## src/lcig_pkg.sv

```systemverilog
// Package with register map, field layout and constants of the logic cell input stage.
package lcig_pkg;

    // Register byte offsets on the 32-bit Wishbone bus.
    localparam logic [7:0] LCIG_SEL0_OFS   = 8'h00;
    localparam logic [7:0] LCIG_SEL1_OFS   = 8'h04;
    localparam logic [7:0] LCIG_SEL2_OFS   = 8'h08;
    localparam logic [7:0] LCIG_SEL3_OFS   = 8'h0C;
    localparam logic [7:0] LCIG_GLS0_OFS   = 8'h10;
    localparam logic [7:0] LCIG_POL_OFS    = 8'h14;
    localparam logic [7:0] LCIG_STAT_OFS   = 8'h18;

    // Widths.
    localparam int LCIG_ADDR_W    = 8;
    localparam int LCIG_DATA_W    = 32;
    localparam int LCIG_CODE_W    = 5;
    localparam int LCIG_NUM_IN    = 4;
    localparam int LCIG_NUM_SRC   = 32;
    localparam int LCIG_REG_W     = 8;

    // Field positions.
    localparam int LCIG_CODE_LSB        = 0;
    localparam int LCIG_GATE0_INV_BIT   = 0;
    localparam int LCIG_CELL_INV_BIT    = 7;
    localparam int LCIG_STAT_GATE_BIT   = 4;
    localparam int LCIG_STAT_CELL_BIT   = 5;

    // Reset values: power-on clears everything, other resets touch only the cell polarity.
    localparam logic [4:0] LCIG_CODE_RST      = 5'h00;
    localparam logic [7:0] LCIG_GLS_RST       = 8'h00;
    localparam logic       LCIG_CELL_INV_RST  = 1'b0;
    localparam logic       LCIG_GATE_INV_RST  = 1'b0;

    typedef logic [LCIG_CODE_W-1:0] lcig_code_t;
    typedef enum logic {
        LCIG_BUS_IDLE,
        LCIG_BUS_ACK
    } lcig_bus_e;

endpackage : lcig_pkg

```

## src/lcig_cfg_if.sv

```systemverilog
// Interface carrying configuration and data inputs between the cell modules.
`timescale 1ns/1ns
interface lcig_cfg_if;
    import lcig_pkg::*;
    lcig_code_t                 code [LCIG_NUM_IN];  // Source code per data input.
    logic [LCIG_REG_W-1:0]      gls0;                // Gate 0 term enables.
    logic                       gate0_invert;        // Gate 0 polarity.
    logic [LCIG_NUM_IN-1:0]     data_in;             // Selected cell data inputs.
    logic                       gate0_out;           // Gate 0 after polarity.

    modport ctrl (
        output code,
        output gls0,
        output gate0_invert,
        input  data_in,
        input  gate0_out
    );
    modport mux (
        input  code,
        output data_in
    );
    modport gate (
        input  gls0,
        input  gate0_invert,
        input  data_in,
        output gate0_out
    );
endinterface : lcig_cfg_if

```

## src/lcig_src_mux.sv

```systemverilog
// Four source selectors picking the cell data inputs from the source bus.
`timescale 1ns/1ns
module lcig_src_mux
    import lcig_pkg::*;
(
    input  wire logic [LCIG_NUM_SRC-1:0] src_i,  // Candidate source signals.
    lcig_cfg_if.mux                       cfg     // Codes in, data inputs out.
);
    genvar g;
    generate
        for (g = 0; g < LCIG_NUM_IN; g++) begin : g_sel
            // Each code indexes one source; all 32 codes are legal.
            assign cfg.data_in[g] = src_i[cfg.code[g]];  // see RULE_01 see RULE_02 see RULE_03 see RULE_04
        end
    endgenerate
endmodule : lcig_src_mux

```

## src/lcig_gate0.sv

```systemverilog
// Gate 0: OR of enabled true and inverted data terms, then gate polarity.
`timescale 1ns/1ns
module lcig_gate0
    import lcig_pkg::*;
(
    lcig_cfg_if.gate cfg  // Enables and data in, gate output out.
);
    logic [LCIG_REG_W-1:0] terms;
    genvar g;
    generate
        for (g = 0; g < LCIG_NUM_IN; g++) begin : g_term
            // Odd bit gates the true form, even bit the inverted form.
            assign terms[2*g+1] = cfg.gls0[2*g+1] & cfg.data_in[g];   // see RULE_06 see RULE_07 see RULE_08 see RULE_09
            assign terms[2*g]   = cfg.gls0[2*g] & ~cfg.data_in[g];    // see RULE_06 see RULE_07 see RULE_08 see RULE_09
        end
    endgenerate
    assign cfg.gate0_out = (|terms) ^ cfg.gate0_invert;  // see RULE_13 see RULE_11
endmodule : lcig_gate0

```

## src/lcig_top.sv

```systemverilog
// Logic cell input stage: Wishbone registers, source selectors, gate 0 and output polarity.
// Operation
// RULE_01: Five-bit code selects source of input 1.
// RULE_02: Five-bit code selects source of input 2.
// RULE_03: Five-bit code selects source of input 3.
// RULE_04: Five-bit code selects source of input 4.
// RULE_05: Select register upper three bits read zero.
// RULE_06: Bits 7/6 gate input 4 true/inverted.
// RULE_07: Bits 5/4 gate input 3 true/inverted.
// RULE_08: Bits 3/2 gate input 2 true/inverted.
// RULE_09: Bits 1/0 gate input 1 true/inverted.
// RULE_10: Config bits read/write, kept across ordinary reset; the cell polarity bit is cleared by ordinary reset here.
// RULE_11: Gate polarity bit inverts gate 0 output.
// RULE_12: Cell polarity bit inverts final cell output.
// RULE_13: Gate 0 is OR of enabled terms.
`timescale 1ns/1ns
module lcig_top
    import lcig_pkg::*;
(
    input  wire logic                       clk_i,     // System clock, 10 MHz.
    input  wire logic                       rst_i,     // Ordinary reset, sync, active high.
    input  wire logic                       por_i,     // Power-on or brown-out reset, sync.
    input  wire logic                       cyc_i,     // Wishbone cycle.
    input  wire logic                       stb_i,     // Wishbone strobe.
    input  wire logic                       we_i,      // Wishbone write enable.
    input  wire logic [lcig_pkg::LCIG_ADDR_W-1:0] adr_i,  // Wishbone byte address.
    input  wire logic [3:0]                 sel_i,     // Wishbone byte selects.
    input  wire logic [lcig_pkg::LCIG_DATA_W-1:0] dat_i,  // Wishbone write data.
    output logic      [lcig_pkg::LCIG_DATA_W-1:0] dat_o,  // Wishbone read data.
    output logic                            ack_o,     // Wishbone acknowledge.
    input  wire logic [lcig_pkg::LCIG_NUM_SRC-1:0] src_i, // Candidate source signals.
    output logic      [lcig_pkg::LCIG_NUM_IN-1:0]  data_in_o, // Registered cell data inputs.
    output logic                            gate0_o,   // Registered gate 0 output.
    output logic                            cell_out_o // Registered cell output.
);
    import lcig_pkg::*;

    lcig_cfg_if cfg ();

    lcig_bus_e             bus_reg;
    lcig_bus_e             bus_next;
    lcig_code_t            code_reg [LCIG_NUM_IN];
    logic [LCIG_REG_W-1:0] gls0_reg;
    logic                  gate_inv_reg;
    logic                  cell_inv_reg;
    logic [LCIG_DATA_W-1:0] rdata_reg;
    logic [LCIG_DATA_W-1:0] rdata_next;
    logic [LCIG_NUM_IN-1:0] data_in_reg;
    logic                  gate0_reg;
    logic                  cell_out_reg;
    logic                  cell_out_next;
    logic                  req;
    logic                  wr_commit;
    logic                  lane0_wr;

    // Returns true when the bus address hits the given register offset.
    function automatic logic hit(input logic [LCIG_ADDR_W-1:0] a,
                                 input logic [7:0] ofs);
        hit = (a == ofs);
    endfunction : hit

    // Returns the select register index for an address, or LCIG_NUM_IN when not a select.
    function automatic int sel_index(input logic [LCIG_ADDR_W-1:0] a);
        int idx;
        idx = LCIG_NUM_IN;
        if (hit(a, LCIG_SEL0_OFS)) begin
            idx = 0;
        end else if (hit(a, LCIG_SEL1_OFS)) begin
            idx = 1;
        end else if (hit(a, LCIG_SEL2_OFS)) begin
            idx = 2;
        end else if (hit(a, LCIG_SEL3_OFS)) begin
            idx = 3;
        end
        sel_index = idx;
    endfunction : sel_index

    // Submodules.
    lcig_src_mux u_mux (
        .src_i (src_i),
        .cfg   (cfg.mux)
    );

    lcig_gate0 u_gate (
        .cfg (cfg.gate)
    );

    genvar g;
    generate
        for (g = 0; g < LCIG_NUM_IN; g++) begin : g_code
            assign cfg.code[g] = code_reg[g];
        end
    endgenerate
    assign cfg.gls0         = gls0_reg;
    assign cfg.gate0_invert = gate_inv_reg;

    // Bus handshake: answer one cycle after the request, drop ack the cycle after.
    assign req       = cyc_i & stb_i;
    assign wr_commit = req & we_i & (bus_reg == LCIG_BUS_ACK);
    assign lane0_wr  = wr_commit & sel_i[0];

    always_comb begin
        bus_next = bus_reg;
        case (bus_reg)
            LCIG_BUS_IDLE: begin
                if (req) begin
                    bus_next = LCIG_BUS_ACK;
                end
            end
            LCIG_BUS_ACK: begin
                bus_next = LCIG_BUS_IDLE;
            end
            default: begin
                bus_next = LCIG_BUS_IDLE;
            end
        endcase
    end

    always_ff @(posedge clk_i) begin
        if (rst_i || por_i) begin
            bus_reg <= LCIG_BUS_IDLE;
        end else begin
            bus_reg <= bus_next;
        end
    end

    assign ack_o = (bus_reg == LCIG_BUS_ACK);

    // Source codes survive an ordinary reset; only power-on clears them.
    generate
        for (g = 0; g < LCIG_NUM_IN; g++) begin : g_code_reg
            always_ff @(posedge clk_i) begin
                if (por_i) begin
                    code_reg[g] <= LCIG_CODE_RST;  // see RULE_10
                end else if (lane0_wr && sel_index(adr_i) == g) begin
                    code_reg[g] <= dat_i[LCIG_CODE_LSB +: LCIG_CODE_W];  // see RULE_01 see RULE_02 see RULE_03 see RULE_04
                end
            end
        end
    endgenerate

    // Gate 0 term enables, also untouched by an ordinary reset.
    always_ff @(posedge clk_i) begin
        if (por_i) begin
            gls0_reg <= LCIG_GLS_RST;  // see RULE_10
        end else if (lane0_wr && hit(adr_i, LCIG_GLS0_OFS)) begin
            gls0_reg <= dat_i[LCIG_REG_W-1:0];  // see RULE_10
        end
    end

    // Gate polarity is kept across ordinary reset; cell polarity is cleared by every reset.
    always_ff @(posedge clk_i) begin
        if (por_i) begin
            gate_inv_reg <= LCIG_GATE_INV_RST;
        end else if (lane0_wr && hit(adr_i, LCIG_POL_OFS)) begin
            gate_inv_reg <= dat_i[LCIG_GATE0_INV_BIT];  // see RULE_11
        end
    end

    always_ff @(posedge clk_i) begin
        if (por_i || rst_i) begin
            cell_inv_reg <= LCIG_CELL_INV_RST;
        end else if (lane0_wr && hit(adr_i, LCIG_POL_OFS)) begin
            cell_inv_reg <= dat_i[LCIG_CELL_INV_BIT];  // see RULE_12
        end
    end

    // Read data is captured as the request is taken, so it stands with ack.
    always_comb begin
        int idx;
        idx = sel_index(adr_i);
        rdata_next = '0;
        if (idx < LCIG_NUM_IN) begin
            rdata_next[LCIG_CODE_LSB +: LCIG_CODE_W] = code_reg[idx[1:0]];  // see RULE_05
        end else if (hit(adr_i, LCIG_GLS0_OFS)) begin
            rdata_next[LCIG_REG_W-1:0] = gls0_reg;  // see RULE_10
        end else if (hit(adr_i, LCIG_POL_OFS)) begin
            rdata_next[LCIG_CELL_INV_BIT]  = cell_inv_reg;
            rdata_next[LCIG_GATE0_INV_BIT] = gate_inv_reg;
        end else if (hit(adr_i, LCIG_STAT_OFS)) begin
            rdata_next[LCIG_NUM_IN-1:0]   = data_in_reg;
            rdata_next[LCIG_STAT_GATE_BIT] = gate0_reg;
            rdata_next[LCIG_STAT_CELL_BIT] = cell_out_reg;
        end
    end

    always_ff @(posedge clk_i) begin
        if (rst_i || por_i) begin
            rdata_reg <= '0;
        end else if (req && bus_reg == LCIG_BUS_IDLE && !we_i) begin
            rdata_reg <= rdata_next;
        end
    end

    assign dat_o = rdata_reg;

    // Output stage: gate 0 stands in for the logic function, then cell polarity.
    assign cell_out_next = cfg.gate0_out ^ cell_inv_reg;  // see RULE_12

    always_ff @(posedge clk_i) begin
        if (rst_i || por_i) begin
            data_in_reg  <= '0;
            gate0_reg    <= 1'b0;
            cell_out_reg <= 1'b0;
        end else begin
            data_in_reg  <= cfg.data_in;
            gate0_reg    <= cfg.gate0_out;  // see RULE_13
            cell_out_reg <= cell_out_next;
        end
    end

    assign data_in_o  = data_in_reg;
    assign gate0_o    = gate0_reg;
    assign cell_out_o = cell_out_reg;

endmodule : lcig_top

```

## config.mk

```make
export PLATFORM = sky130hd
export DESIGN_NAME = lcig_top
export DESIGN_NICKNAME = d
export VERILOG_FILES = /design/src/lcig_pkg.sv /design/src/lcig_cfg_if.sv /design/src/lcig_src_mux.sv /design/src/lcig_gate0.sv /design/src/lcig_top.sv
export SDC_FILE = /design/constraint.sdc
export NUM_CORES = 1
export LEC_CHECK = 0
export ABC_AREA = 1
export BUFFER_PORTS_ARGS = -buffer_cell sky130_fd_sc_hd__buf_2
export CAP_MARGIN = 5
export CORE_ASPECT_RATIO = 0.8
export CORE_UTILIZATION = 30
export DETAILED_ROUTE_END_ITERATION = 16
export PLACE_DENSITY = 0.54
export SYNTH_ARGS = -nofsm -noshare
export SYNTH_HDL_FRONTEND = slang
export SYNTH_HIERARCHICAL = 1
export SYNTH_SLANG_ARGS = --single-unit
export TNS_END_PERCENT = 20
```

## constraint.sdc

```tcl
create_clock -name clk_i -period 3.9 [get_ports clk_i]
set_input_delay 0.195 -clock clk_i [delete_from_list [all_inputs] [get_ports clk_i]]
set_output_delay 0.195 -clock clk_i [all_outputs]
set_load 0.02 [all_outputs]
```

==> flow_metrics.env <==
export IMPL_setup_slack_ns=1.477
export IMPL_hold_violations=0
export IMPL_final_instance_count_excl_fill=856
export IMPL_holdCritPathClass="in -> reg"
export IMPL_clock_tree_from_tritoncts="done"
export IMPL_setup_worst_path_start="code_reg[3][0]$_SDFFCE_PN0P_"
export IMPL_finalSetupViolCount=0
export IMPL_power_share_switching=0.3084
export IMPL_slew_headroom=0.3602
export IMPL_timing_critical_path_from_type="register"
export IMPL_clkSlewWorstSetupHoldPaths_ns=0.06
export IMPL_finish_net_count=766
export IMPL_finalSetupTns_ns=0
export IMPL_routability_congestion_estimate=0.9094
export IMPL_wl_um=12710
export IMPL_final_area_mm2=0.004264
export IMPL_share_comb_of_total_power=0.199
export IMPL_clock_insertion_delay_worst_skew_ns=0.28
export IMPL_synth_area_mm2=0.003856
export IMPL_critical_path_max_fanout=18
export IMPL_final_hpwl_from_detailed_placement_um=9764
export IMPL_post_cts_buffers=0
export IMPL_netlist_instances=631
export IMPL_ys_warn_count=6
export IMPL_numPlacedInstances=848
export IMPL_hold_ws_ns=0.09743
export IMPL_largest_register_ff_count=20
export IMPL_dieWidth_um=128.8
export IMPL_result_of_the_run="complete, no violations"
export IMPL_p_sw_uw=361.9
export IMPL_synth_seq_area_share=0.2855
export IMPL_timing_rr_end="cell_out_o$_SDFF_PP0_"
export IMPL_pwr_share_seq=0.449
export IMPL_asyncSetResetFlopFracSynth=0
export IMPL_num_fill_cells=1384
export IMPL_cp_data_arrival_time_ns=2.64
export IMPL_antenna_left=0
export IMPL_buffer_ports_inserted=69
export IMPL_grt_setup_unrepaired="no"
export IMPL_layout_drive_gt1_share=0.1635
export IMPL_setup_worst_path_end_class="register"
export IMPL_globalRouteTotalUtil=0.1965
export IMPL_max_cap_violation_count=0
export IMPL_cpLargestDelayFamily="simple AND/OR/NAND/NOR gates"
export IMPL_insertedDiodeCount=0
export IMPL_cts_htree_levels=2
export IMPL_worst_clock_skew_ns=0.003468
export IMPL_fin_max_slew_vios=0
export IMPL_final_cell_mix="245 x nand2_1, 121 x nand3_1, 69 x buf_2"
export IMPL_coreArea_mm2=0.01234
export IMPL_cts_made_buffers=5
export IMPL_grt_first_pass_wirelength_um=19800
export IMPL_worst_setup_path_type="reg -> reg"
export IMPL_drt_drc_violations_left=0
export IMPL_dpl_worst_slack_ns=1.507
export IMPL_worst_ir_drop_vdd_mv=0.1567
export IMPL_grt_pass1_vias=3674
export IMPL_initialDrtViolationCount=422
export IMPL_cpMaxStageDelayCell="edfxtp_1"
export IMPL_r2r_worst_path_cells=18
export IMPL_clkPwrFrac=0.351
export IMPL_grt_max_degree=19
export IMPL_timing_final_crit_share=0.6212
export IMPL_critical_path_stages=18
export IMPL_post_cts_hold_buffer_count=0
export IMPL_overall_via_count_from_detail_route=4178
export IMPL_postPlaceCellArea_mm2=0.004124
export IMPL_cts_resized=0
export IMPL_drt_first_pass_iters=5
export IMPL_num_rows=36
export IMPL_cp_common_cell="nand2_1"
export IMPL_footprint_of_the_multi_input_gates_mm2=0.002191
export IMPL_synth_edf_count=20
export IMPL_clock_sinks=45
export IMPL_area_growth_synth_to_final_pct=10.58
export IMPL_internal_power_uw=811.4
export IMPL_synthesis_area_per_instance_um2=6.111
export IMPL_final_core_util=0.3455
export IMPL_grt_antenna_before_repair=0
export IMPL_critical_path_required_ns=4.12
export IMPL_post_drt_via_cell_ratio=4.881
export IMPL_leading_cell_type_in_the_layout_fill_and_taps_excluded="nand2_1"
export IMPL_power_density_cell_area_mw_per_mm2=275.2
export IMPL_grt_overflow_total=0
export IMPL_synth_main_ff_cell="dfxtp_1"
export IMPL_die_area_mm2=0.01331
export IMPL_yosys_register_bits=45
export IMPL_tightest_slew_ns=0.9516
export IMPL_crit_path_cell_trace="inv_6 -> nand2_1 -> nand3_1 -> nand3_1 -> nand2_1 -> nand2_1 -> nand2_1 -> nand2_1 -> nand2_1 -> nand2_1 -> nand2_1 -> nor2_2 -> nand2_1 -> nand2_1 -> nand2_1 -> inv_1 -> o21ai_0 -> a21oi_1"
export IMPL_detail_route_wl_per_cell_um=14.85
export IMPL_report_power_total_mw=1.173
export IMPL_worstPathBufferInverterCount=2
export IMPL_layout_area_seq_mm2=0.001101
export IMPL_max_clock_path_buffers=2
export IMPL_floorplan_die_height_um=103.4
export IMPL_synth_cell_type_count=32
export IMPL_reg2reg_launch_point="code_reg[3][0]$_SDFFCE_PN0P_"
export IMPL_timing_fmax_mhz=412.7
export IMPL_ios=121
export IMPL_cts_root_buffer="clkbuf_16"
export IMPL_p_leak_nw=2.145
export IMPL_setup_reg_to_reg_worst_slack_ns=1.48
export IMPL_critical_path_max_stage_delay_ns=0.83
export IMPL_critical_path_endpoint="cell_out_o$_SDFF_PP0_"
export IMPL_fin_crit_ns=2.423
export IMPL_initial_core_utilization=0.3124
==> layer usage <==
layer	vias to the layer above	part of all wire	GRT usage
li1	2069	-	-
met1	1932	0.47	0.2848
met2	162	0.44	0.2977
met3	15	0.074	0.04064
met4	0	0.011	0.04525
met5	-	0	0
==> final cells by class <==
class,instances,area share
Sequential cell,45,0.2582
Clock inverter,2,0.002347
Inverter,66,0.06397
Multi-Input combinational cell,497,0.5138
Timing Repair Buffer,69,0.08099
Tap cell,171,0.05018
Clock buffer,6,0.03052
==> synthesized netlist by cell type, types with 4 or more instances <==
library cell,count,share of area
buf_4,25,0.049
nand4_1,4,0.0065
dfxtp_1,25,0.13
buf_2,5,0.0065
inv_2,9,0.0088
nand2_1,245,0.24
a21oi_1,14,0.018
inv_1,51,0.050
buf_6,14,0.041
inv_6,4,0.0091
nor2_1,49,0.048
nor2_2,6,0.0097
nand3_1,121,0.16
o21ai_0,11,0.014
nand2_2,4,0.0065
edfxtp_1,20,0.16
==> power groups by stage <==
stage | combinational [mW] | sequential [mW] | clock (mW)
3_3_place_gp | 0.229 | 0.537 | 0
4_1_cts | 0.231 | 0.528 | 0.420
2_1_floorplan | 0.179 | 0.522 | 0
3_5_place_dp | 0.230 | 0.538 | 0
5_1_grt | 0.262 | 0.529 | 0.440
6_report | 0.234 | 0.527 | 0.412
==> how the worst min path moves through the flow <==
stage / startpoint / to / slack (ns) / depth (start not counted)
CTS: por_i / cfg.gate0_invert$_SDFFE_PP0P_ / 0.1 / 2
global placement: por_i / cfg.gate0_invert$_SDFFE_PP0P_ / 0.39 / 2
finish: por_i / cfg.gate0_invert$_SDFFE_PP0P_ / 0.1 / 2
global route: por_i / cfg.gate0_invert$_SDFFE_PP0P_ / 0.11 / 2
floorplan: por_i / cfg.gate0_invert$_SDFFE_PP0P_ / 0.26 / 1
detailed placement: por_i / cfg.gate0_invert$_SDFFE_PP0P_ / 0.40 / 2
==> logic make-up (layout without fill, tap and decap cells) <==
logic type,after synthesis,after routing,share of synthesized area
compound gates,34,34,0.04867
buf+inv,112,143,0.1687
flops,45,45,0.2855
simple gates,439,439,0.4961
other cells,1,24,0.0009725
Note: power is estimated with default switching activity, not from simulation.
